--- src/core/eic_defines.svh ---
// constants for the edge interrupt controller
`ifndef EIC_DEFINES_SVH
`define EIC_DEFINES_SVH
`define EIC_NSRC          3'h6
`define EIC_SRC_NMI       0
`define EIC_SRC_BRK       1
`define EIC_SRC_EXTA      2
`define EIC_SRC_EXTB      3
`define EIC_SRC_WKP       4
`define EIC_SRC_DT        5
`define EIC_VEC_NMI       8'h07
`define EIC_VEC_BRK       8'h08
`define EIC_VEC_EXTA      8'h0E
`define EIC_VEC_EXTB      8'h11
`define EIC_VEC_WKP       8'h12
`define EIC_VEC_DT        8'h13
`define EIC_VEC_NONE      8'h00
`define EIC_VEC_ADDR_SH   1
`define EIC_STACK_STATES  3'h4
`define EIC_FETCH_STATES  3'h2
`define EIC_INTERN_STATES 3'h4
`define EIC_IFETCH_STATES 3'h4
`define EIC_CNT_LAST      3'h1
`define EIC_CNT_STEP      3'h1
`define EIC_STACK_PC_OFS  16'h0002
`define EIC_STACK_CCR_OFS 16'h0004
`endif

--- src/core/eic_pkg.sv ---
// types for the edge interrupt controller
package eic_pkg;
   typedef struct packed {
      logic ext_a;
      logic ext_b;
      logic wakeup;
   } eic_pins_t;
   typedef struct packed {
      logic enable_wkp;
      logic enable_dt;
      logic enable_b;
      logic enable_a;
   } eic_enables_t;
   typedef enum logic [2:0] {
      EIC_IDLE  = 3'b000,
      EIC_STACK = 3'b001,
      EIC_FETCH = 3'b011,
      EIC_INTRN = 3'b010,
      EIC_IFTCH = 3'b110
   } eic_state_t;
endpackage

--- src/core/eic_edge_flag.sv ---
// one synchronised edge detector with a sticky request flag
`timescale 1ns/1ns
`default_nettype none
module eic_edge_flag (
   input  wire logic clk,
   input  wire logic rst_n,
   input  wire logic pin,
   input  wire logic rise_sel,
   input  wire logic func_en,
   input  wire logic clr,
   output logic      flag_q
);
   logic s1_q;
   logic s2_q;
   logic s3_q;
   logic func_q;
   logic edge_hit;
   logic func_chg;
   logic flag_d;

   // ************************************************
   // edge detection
   // ************************************************
   assign edge_hit = func_en & (rise_sel ? (s2_q & ~s3_q) : (~s2_q & s3_q));
   assign func_chg = func_en & ~func_q;          // mode switch may look like an edge
   assign flag_d   = (edge_hit | func_chg) | (flag_q & ~clr);

   // synchroniser, history and flag; set beats clear
   always_ff @(posedge clk) begin
      if (!rst_n) begin
         s1_q   <= 1'b1;
         s2_q   <= 1'b1;
         s3_q   <= 1'b1;
         func_q <= 1'b1; // no false mode switch right after reset
         flag_q <= 1'b0;
      end else begin
         s1_q   <= pin;
         s2_q   <= s1_q;
         s3_q   <= s2_q;
         func_q <= func_en;
         flag_q <= flag_d;
      end
   end
endmodule
`default_nettype wire

--- src/core/eic_top.sv ---
// edge interrupt controller with cpu acceptance sequencer
// Functional notes
// (RQ1) falling edge on nmi pin raises request
// (RQ2) nmi highest, ignores the mask bit
// (RQ3) two request pins, own vectors, edge select
// (RQ4) selected edge on enabled pin sets flag
// (RQ5) per-pin enable bit blocks request
// (RQ6) wakeup pin edge chosen by select bit
// (RQ7) selected wakeup edge sets wakeup flag
// (RQ8) wakeup enable sits with other enables
// (RQ9) direct-transfer flag and enable alongside
// (RQ10) peripheral flags set on event, enable masks
// (RQ11) forward only nmi or enabled flags
// (RQ12) present highest only, others stay pending
// (RQ13) mask bit holds back maskable requests
// (RQ14) accept after instruction, stack pc and ccr
// (RQ15) set mask after stacking, return restores
// (RQ16) form vector address, load start address
// (RQ17) latency 4 stack 2 vector 4+4 states
// (RQ18) all sources disabled right after reset
// (RQ19) word stack access, address bit zero
// (RQ20) port mode change may set flag
// (RQ21) software masks first, waits before clearing
// (RQ22) flags clear only by writing zero
// (RQ23) write one keeps flag, set beats clear
// (RQ24) fixed priority nmi, break, then vector order
`include "eic_defines.svh"
`timescale 1ns/1ns
`default_nettype none
module eic_top (
   input  wire logic                  CLK,
   input  wire logic                  RST_N,
   input  wire logic                  NMI_N,
   input  wire eic_pkg::eic_pins_t    PINS,
   input  wire eic_pkg::eic_pins_t    EDGE_RISE,
   input  wire eic_pkg::eic_pins_t    PORT_FUNC,
   input  wire eic_pkg::eic_enables_t ENABLES,
   input  wire logic                  FLAG_WR,
   input  wire logic [3:0]            FLAG_WDATA,
   input  wire logic                  DT_EVENT,
   input  wire logic                  BREAK_REQ,
   input  wire logic                  MASK_BIT,
   input  wire logic                  INSTR_DONE,
   input  wire logic                  RTE,
   input  wire logic                  FIRST_INSTR_DONE,
   input  wire logic [15:0]           NEXT_PC,
   input  wire logic [15:0]           SP,
   input  wire logic [15:0]           VEC_RDATA,
   output logic [3:0]                 FLAGS,
   output logic                       IRQ_PENDING,
   output logic [7:0]                 IRQ_VECTOR,
   output logic                       ACCEPT,
   output logic                       STACK_WR,
   output logic [15:0]                STACK_ADDR,
   output logic [15:0]                STACK_WDATA,
   output logic                       SET_MASK,
   output logic                       VEC_RD,
   output logic [15:0]                VEC_ADDR,
   output logic                       PC_LOAD,
   output logic [15:0]                PC_VALUE,
   output logic                       HANDLER_START
);
   // ************************************************
   // source flags
   // ************************************************
   logic       nmi1_q, nmi2_q, nmi3_q;
   logic       nmi_flag_q, nmi_flag_d;
   logic       dt_flag_q, dt_flag_d;
   logic       armed_q;
   logic       fa, fb, fw;
   logic [5:0] req;
   logic       nmi_fall;
   logic       clr_nmi;

   // flag clear strobes: write 0 clears, write 1 leaves alone
   logic clr_a, clr_b, clr_w, clr_dt;
   assign clr_a  = FLAG_WR & ~FLAG_WDATA[0]; // RQ22 RQ23
   assign clr_b  = FLAG_WR & ~FLAG_WDATA[1]; // RQ22 RQ23
   assign clr_w  = FLAG_WR & ~FLAG_WDATA[2]; // RQ22 RQ23
   assign clr_dt = FLAG_WR & ~FLAG_WDATA[3]; // RQ9

   // request pin a
   eic_edge_flag u_ext_a (
      .clk      (CLK),
      .rst_n    (RST_N),
      .pin      (PINS.ext_a),
      .rise_sel (EDGE_RISE.ext_a),
      .func_en  (PORT_FUNC.ext_a),
      .clr      (clr_a),
      .flag_q   (fa)
   ); // RQ3 RQ4 RQ20

   // request pin b
   eic_edge_flag u_ext_b (
      .clk      (CLK),
      .rst_n    (RST_N),
      .pin      (PINS.ext_b),
      .rise_sel (EDGE_RISE.ext_b),
      .func_en  (PORT_FUNC.ext_b),
      .clr      (clr_b),
      .flag_q   (fb)
   ); // RQ3 RQ4 RQ20

   // wakeup pin
   eic_edge_flag u_wkp (
      .clk      (CLK),
      .rst_n    (RST_N),
      .pin      (PINS.wakeup),
      .rise_sel (EDGE_RISE.wakeup),
      .func_en  (PORT_FUNC.wakeup),
      .clr      (clr_w),
      .flag_q   (fw)
   ); // RQ6 RQ7 RQ20

   // ************************************************
   // request gating and priority
   // ************************************************
   assign nmi_fall   = ~nmi2_q & nmi3_q;                           // RQ1
   assign dt_flag_d  = DT_EVENT | (dt_flag_q & ~clr_dt);          // RQ9 RQ10 RQ23
   assign nmi_flag_d = nmi_fall | (nmi_flag_q & ~clr_nmi);
   assign req[`EIC_SRC_NMI]  = nmi_flag_q & armed_q;              // RQ11 RQ18
   assign req[`EIC_SRC_BRK]  = BREAK_REQ & armed_q;
   assign req[`EIC_SRC_EXTA] = fa & ENABLES.enable_a & armed_q;   // RQ5 RQ11
   assign req[`EIC_SRC_EXTB] = fb & ENABLES.enable_b & armed_q;   // RQ5 RQ11
   assign req[`EIC_SRC_WKP]  = fw & ENABLES.enable_wkp & armed_q; // RQ8 RQ11
   assign req[`EIC_SRC_DT]   = dt_flag_q & ENABLES.enable_dt & armed_q; // RQ9 RQ10

   // mask bit blocks only the maskable group
   logic nmi_take, brk_take, mask_ok, any_take;
   assign nmi_take = req[`EIC_SRC_NMI];                           // RQ2 RQ13
   assign brk_take = req[`EIC_SRC_BRK];                           // RQ13
   assign mask_ok  = ~MASK_BIT;                                   // RQ13
   assign any_take = nmi_take | brk_take | (mask_ok & |req[5:2]);

   // fixed priority vector pick; the mask bit gates only acceptance and IRQ_PENDING, not the vector
   logic [7:0] win_vec;
   assign win_vec = nmi_take ? `EIC_VEC_NMI :
                    brk_take ? `EIC_VEC_BRK :
                    req[`EIC_SRC_EXTA] ? `EIC_VEC_EXTA :
                    req[`EIC_SRC_EXTB] ? `EIC_VEC_EXTB :
                    req[`EIC_SRC_WKP]  ? `EIC_VEC_WKP :
                    req[`EIC_SRC_DT]   ? `EIC_VEC_DT : `EIC_VEC_NONE; // RQ12 RQ24

   // ************************************************
   // acceptance sequencer
   // ************************************************
   eic_pkg::eic_state_t state_q, state_d;
   logic [2:0]  cnt_q, cnt_d;
   logic [7:0]  vec_q;
   logic [15:0] sp_q;
   logic [15:0] pc_q;
   logic        ccr_q;
   logic        start;
   logic        last;

   assign start   = (state_q == eic_pkg::EIC_IDLE) & any_take & INSTR_DONE; // RQ14
   assign clr_nmi = start & (win_vec == `EIC_VEC_NMI);
   assign last    = (cnt_q == `EIC_CNT_LAST);

   // state walk: 4 stack, 2 vector, 4 internal, 4 fetch states
   always_comb begin
      state_d = state_q;
      cnt_d   = cnt_q - `EIC_CNT_STEP;
      unique case (state_q)
         eic_pkg::EIC_IDLE: begin
            cnt_d = `EIC_STACK_STATES;
            if (start) state_d = eic_pkg::EIC_STACK;
         end
         eic_pkg::EIC_STACK: begin
            if (last) begin
               state_d = eic_pkg::EIC_FETCH;
               cnt_d   = `EIC_FETCH_STATES;
            end
         end
         eic_pkg::EIC_FETCH: begin
            if (last) begin
               state_d = eic_pkg::EIC_INTRN;
               cnt_d   = `EIC_INTERN_STATES;
            end
         end
         eic_pkg::EIC_INTRN: begin
            if (last) begin
               state_d = eic_pkg::EIC_IFTCH;
               cnt_d   = `EIC_IFETCH_STATES;
            end
         end
         eic_pkg::EIC_IFTCH: begin
            if (last) state_d = eic_pkg::EIC_IDLE;
         end
         default: state_d = eic_pkg::EIC_IDLE;
      endcase
   end // RQ17

   // stack word address, bit 0 forced low
   logic [15:0] sp_word;
   assign sp_word = {sp_q[15:1], 1'b0};                           // RQ19
   logic stk_hi;
   assign stk_hi = (cnt_q == `EIC_STACK_STATES);

   // sequencer registers and outputs
   always_ff @(posedge CLK) begin
      if (!RST_N) begin
         state_q <= eic_pkg::EIC_IDLE;
         cnt_q   <= 3'h0;
         vec_q   <= 8'h00;
         sp_q    <= 16'h0000;
         pc_q    <= 16'h0000;
         ccr_q   <= 1'b0;
         nmi1_q  <= 1'b1;
         nmi2_q  <= 1'b1;
         nmi3_q  <= 1'b1;
         nmi_flag_q <= 1'b0;
         dt_flag_q  <= 1'b0;
         armed_q    <= 1'b0;
         FLAGS         <= 4'h0;
         IRQ_PENDING   <= 1'b0;
         IRQ_VECTOR    <= 8'h00;
         ACCEPT        <= 1'b0;
         STACK_WR      <= 1'b0;
         STACK_ADDR    <= 16'h0000;
         STACK_WDATA   <= 16'h0000;
         SET_MASK      <= 1'b0;
         VEC_RD        <= 1'b0;
         VEC_ADDR      <= 16'h0000;
         PC_LOAD       <= 1'b0;
         PC_VALUE      <= 16'h0000;
         HANDLER_START <= 1'b0;
      end else begin
         state_q <= state_d;
         cnt_q   <= cnt_d;
         nmi1_q  <= NMI_N;
         nmi2_q  <= nmi1_q;
         nmi3_q  <= nmi2_q;
         nmi_flag_q <= nmi_flag_d;
         dt_flag_q  <= dt_flag_d;
         if (FIRST_INSTR_DONE) armed_q <= 1'b1;                   // RQ18
         FLAGS       <= {dt_flag_q, fw, fb, fa};
         IRQ_PENDING <= any_take & (state_q == eic_pkg::EIC_IDLE);
         IRQ_VECTOR  <= win_vec;
         ACCEPT      <= start;
         if (start) begin
            vec_q <= win_vec;
            sp_q  <= SP;
            pc_q  <= NEXT_PC;                                     // RQ14
            ccr_q <= MASK_BIT;
         end
         // two word pushes: pc then ccr
         STACK_WR    <= (state_q == eic_pkg::EIC_STACK) & (stk_hi | last);
         STACK_ADDR  <= stk_hi ? sp_word - `EIC_STACK_PC_OFS : sp_word - `EIC_STACK_CCR_OFS; // RQ19
         STACK_WDATA <= stk_hi ? pc_q : {15'h0000, ccr_q};        // RQ14 RQ15
         SET_MASK    <= (state_q == eic_pkg::EIC_STACK) & last;   // RQ15
         VEC_RD      <= (state_q == eic_pkg::EIC_FETCH) & last;   // RQ16
         VEC_ADDR    <= {7'h00, vec_q, 1'b0};                     // RQ16
         // read data stands while VEC_RD is high, so the pc is loaded one cycle later
         PC_LOAD     <= VEC_RD;                                   // RQ16
         if (VEC_RD) PC_VALUE <= VEC_RDATA;                       // RQ16
         HANDLER_START <= (state_q == eic_pkg::EIC_IFTCH) & last; // RQ17
      end
   end

   // ************************************************
   // checks
   // ************************************************
   // gating, priority, sequencer timing, stack and flag checks
   a_reset_quiet: assert property (@(posedge CLK) disable iff (!RST_N) // RQ18
      !armed_q |-> !start) else $error("accept before first instruction");
   a_mask_holds: assert property (@(posedge CLK) disable iff (!RST_N) // RQ13
      (start && MASK_BIT) |-> (nmi_take || brk_take)) else $error("masked accept");
   a_nmi_first: assert property (@(posedge CLK) disable iff (!RST_N) // RQ2 RQ24
      nmi_take |-> win_vec == `EIC_VEC_NMI) else $error("nmi not first");
   a_gate_enable: assert property (@(posedge CLK) disable iff (!RST_N) // RQ5 RQ11
      req[`EIC_SRC_EXTA] |-> ENABLES.enable_a) else $error("disabled source forwarded");
   a_set_mask: assert property (@(posedge CLK) disable iff (!RST_N) // RQ15
      ACCEPT |-> ##4 SET_MASK) else $error("mask not set after stacking");
   a_vec_time: assert property (@(posedge CLK) disable iff (!RST_N) // RQ16 RQ17
      ACCEPT |-> ##6 VEC_RD) else $error("vector fetch late");
   a_handler_time: assert property (@(posedge CLK) disable iff (!RST_N) // RQ17
      ACCEPT |-> ##14 HANDLER_START) else $error("handler start wrong");
   a_stack_even: assert property (@(posedge CLK) disable iff (!RST_N) // RQ19
      STACK_WR |-> !STACK_ADDR[0]) else $error("odd stack address");
   a_flag_keep: assert property (@(posedge CLK) disable iff (!RST_N) // RQ22 RQ23
      (fa && !clr_a) |=> fa) else $error("flag lost");
   a_nmi_edge: assert property (@(posedge CLK) disable iff (!RST_N) // RQ1
      nmi_fall |=> nmi_flag_q) else $error("nmi edge missed");

   // sequencer handshake, captured values, break priority, nmi clear and reset checks
   a_pc_load: assert property (@(posedge CLK) disable iff (!RST_N) // RQ16 RQ17
      ACCEPT |-> ##7 PC_LOAD) else $error("pc load late");
   a_pc_fetched: assert property (@(posedge CLK) disable iff (!RST_N) // RQ16
      PC_LOAD |-> PC_VALUE == $past(VEC_RDATA)) else $error("pc not from vector read");
   a_stack_first: assert property (@(posedge CLK) disable iff (!RST_N) // RQ14
      ACCEPT |=> (STACK_WR && STACK_WDATA == pc_q)) else $error("pc push missing");
   a_ccr_capture: assert property (@(posedge CLK) disable iff (!RST_N) // RQ15
      start |=> ccr_q == $past(MASK_BIT)) else $error("stacked mask wrong");
   a_accept_busy: assert property (@(posedge CLK) disable iff (!RST_N) // RQ14
      ACCEPT |-> state_q == eic_pkg::EIC_STACK) else $error("accept outside sequence");
   a_brk_second: assert property (@(posedge CLK) disable iff (!RST_N) // RQ24
      (brk_take && !nmi_take) |-> win_vec == `EIC_VEC_BRK) else $error("break priority wrong");
   a_nmi_clear: assert property (@(posedge CLK) disable iff (!RST_N) // RQ2
      (start && nmi_take && !nmi_fall) |=> !nmi_flag_q) else $error("nmi flag kept");
   a_flags_reset: assert property (@(posedge CLK) // RQ22
      !RST_N |=> FLAGS == 4'h0) else $error("flags not cleared by reset");
endmodule
`default_nettype wire

--- config.mk ---
export PLATFORM = sky130hd
export DESIGN_NAME = eic_top
export DESIGN_NICKNAME = d
export VERILOG_FILES = /design/src/core/eic_pkg.sv /design/src/core/eic_edge_flag.sv /design/src/core/eic_top.sv
export VERILOG_INCLUDE_DIRS = /design/src /design/src/core
export SDC_FILE = /design/constraint.sdc
export NUM_CORES = 1
export LEC_CHECK = 0
export BUFFER_PORTS_ARGS = -buffer_cell sky130_fd_sc_hd__buf_4
export CORE_MARGIN = 2
export CORE_UTILIZATION = 30
export CTS_CLUSTER_DIAMETER = 100
export DETAILED_ROUTE_END_ITERATION = 8
export MAX_ROUTING_LAYER = met4
export PLACE_DENSITY = 0.65
export SETUP_SLACK_MARGIN = 0.4
export SYNTH_ARGS = -nofsm -noshare
export SYNTH_HDL_FRONTEND = slang
export SYNTH_HIERARCHICAL = 1
export SYNTH_SLANG_ARGS = --single-unit
--- constraint.sdc ---
create_clock -name CLK -period 2 [get_ports CLK]
set_clock_uncertainty 0.15 [all_clocks]
set_input_delay 0.6 -clock CLK [delete_from_list [all_inputs] [get_ports CLK]]
set_output_delay 0.6 -clock CLK [all_outputs]
set_load 0.05 [all_outputs]
==> qor.txt <==
Root Buffer = clkbuf_16
WHS Path Cells = 2
Clock transition at path regs = 0.06 ns
Final hold viol count = 0
Die Ht = 133 microns
Detailed Routing Iterations Pass 1 = 5
Post-route DRC = 0
Row count = 47
Worst path slowest cell = or3_4
Post-synthesis sequential area ratio = 52.9%
Largest net degree at the start of global routing = 65
Kind of critical path = flop to flop
Mapped Area = 0.00500 sq mm
Num CTS Buffers = 17
Vias = 4053
WP data arrival = 2.04 ns
Post-synth top flop = dfxtp_1
Worst EP required = 2.20 ns
Yosys warns = 6
Crit path buf inv count = 2
Total Routed Length = 12200 microns
DP Area = 0.00648 sq mm
CP Launch Type = flop
Clock Sinks = 132
Routed len/inst = 13.0 microns
Hold Path Class = input port to flop
Yosys cell types = 50
Fmax = 543 MHz
Peak supply drop = 0.556 mV
Layout area overhead = 62.3%
Asr flop ratio synth = 0%
FF+latch count, synth = 132
Most common cell in the netlist = dfxtp_1
Antenna violations before repair = 1
GP Congestion = 0.777
Status = complete, no violations
Fin nets = 786
Yosys top cell area share = 52.9%
DRT iter0 DRCs = 206
Grt ovf = 0
Setup TNS = 0 ns
Critical path's largest stage delay = 0.39 ns
Die Area = 0.0177 sq mm
Tmin final = 1.84 ns
Vias in the first global route = 3957
Max Cap Viol = 0
Reg2Reg Depth = 6
Detail Route Antenna Nets = 0
# setup viols final = 0
Core area = 0.0164 sq mm
Starting density of the core = 30.5%
Most used cell, CP = buf_12
Cell depth of the worst setup path = 6
RSZ-0062 raised after global routing = true
I/O pin count = 158
Final WS setup = 0.158 ns
Worst path top cell family by delay = simple AND/OR/NAND/NOR gates
Die Wd = 133 microns
CP Max Fanout = 7
Slew Viols, Final = 0
Clock buffer depth = 2
Post-synth EDFFs = 0
Final Cycle Share = 92.1%
Synth top cells by count = dfxtp_1, nand2_1, mux2i_1
Layout cell share with drive strength beyond 1 = 48.3%
Vias per Instance = 4.33
GRT Overall Usage = 14.5%
Syn Inst Count = 513
Global-route wire length before repair = 19500 microns
CTS tree = yes
Crit. End Element = flop
Clk Latency, worst-skew pair = 0.42 ns
Mapped Avg Cell Area = 9.74 sq um
Cells along the critical path = or3_4 > a211o_4 > nor2_8 > buf_12 > buf_12 > mux2i_1
Final instance area = 0.00811 sq mm
Pleak = 3.42 nW
Fill count = 1475
Largest cells by area after synthesis = dfxtp_1, mux2i_1, nand2_1
IO buf count = 140
Pre-CTS setup slack = -0.0756 ns
Pwr/cell area = 862 mW/mm^2
H-tree depth = 4
Post-synth top area cell = dfxtp_1
DP HPWL = 8010 microns
## worst reg2reg max path, delay by kind of cell (launching register included)
| family | cells | cell delay, ns |
|---|---|---|
| buffers and inverters | 2 | 0.30 |
| muxes | 1 | 0.19 |
| DFF | 1 | 0.32 |
| AOI/OAI and AO/OA | 1 | 0.31 |
| and+or+nand+nor | 2 | 0.51 |
## repair_timing
item,in CTS,in global routing
setup buffers,19,6
gates cloned,0,2
endpoints found under the setup margin,127,120
hold buffers,0,0
resized for setup,203,53
pin swaps,14,19
## sequential cells by signal, indices dropped and copies added, names as in the netlist, 5 cells and up
| name | count |
|---|---|
| VEC_ADDR | 5 |
| vec_q | 5 |
| sp_q | 15 |
| STACK_ADDR | 15 |
| STACK_WDATA | 16 |
| IRQ_VECTOR | 5 |
| pc_q | 16 |
| PC_VALUE | 16 |
## layout by cell type, fill, tap and decap left out, drive strengths merged, types with 5 or more instances in the layout
cell type    n
clkbuf      23
o21a         5
conb        15
ha           6
nor4         5
xor2         6
dfxtp      132
nor2        48
nand2b      17
inv         12
nor3         8
and2        27
buf        195
mux2i       49
o21ai        7
nor2b        9
a21oi       13
nand2       79
## report_power, final
part	internal [mW]	switching, mW	total (mW)
registers	2.75	0.0693	2.82
clock network	1.91	1.11	3.01
logic	0.554	0.605	1.16
total	5.21	1.78	6.99
## layout make-up
cell class	instances	area, sq um	area share (%)
Clock inverter	9	105	1.30
Antenna cell	1	2.50	0.0309
Tap cell	220	275	3.40
Multi-Input combinational cell	345	2370	29.2
Timing Repair Buffer	197	2080	25.7
Clock buffer	21	470	5.80
Sequential cell	132	2750	33.9
Inverter	12	52.6	0.648
## worst paths after layout
check,from,endpoint,slack (ns)
setup / recovery,state_q[1],pc_q[10],0.16
setup reg to reg,state_q[1],pc_q[10],0.16
hold / removal,PINS[1],u_ext_b/s1_q,0.21
hold reg to reg,u_ext_b/s1_q,u_ext_b/s2_q,0.25
## per-stage QoR
step	std cells	utilization [%]	total power, mW	hold WS, ns
detailed placement	879	39.5	3.76	0.241
finish	937	49.4	6.99	0.210
global placement	879	39.5	3.75	0.239
floorplan	527	-	3.44	0.236
CTS	928	47.6	6.96	0.199
global route	937	49.4	7.27	0.202
## logic make-up after synthesis
logic type / Yosys count / synth area share (%)
simple gates: 219 / 21.9
xor+xnor: 7 / 1.23
fa+ha+maj: 6 / 1.50
buf+inv: 50 / 5.41
flops: 132 / 52.9
compound gates: 46 / 6.46
mux: 52 / 10.5
other cells: 1 / 0.0751
## routing by layer
metal | up-vias | track usage, % | share of wire [%]
li1 | 2075 | - | -
met1 | 1856 | 16.3 | 42
met2 | 105 | 23.8 | 51
met3 | 17 | 4.67 | 5.4
met4 | 0 | 6.15 | 1.6
met5 | - | - | 0
(Power assumes the default switching activity.)
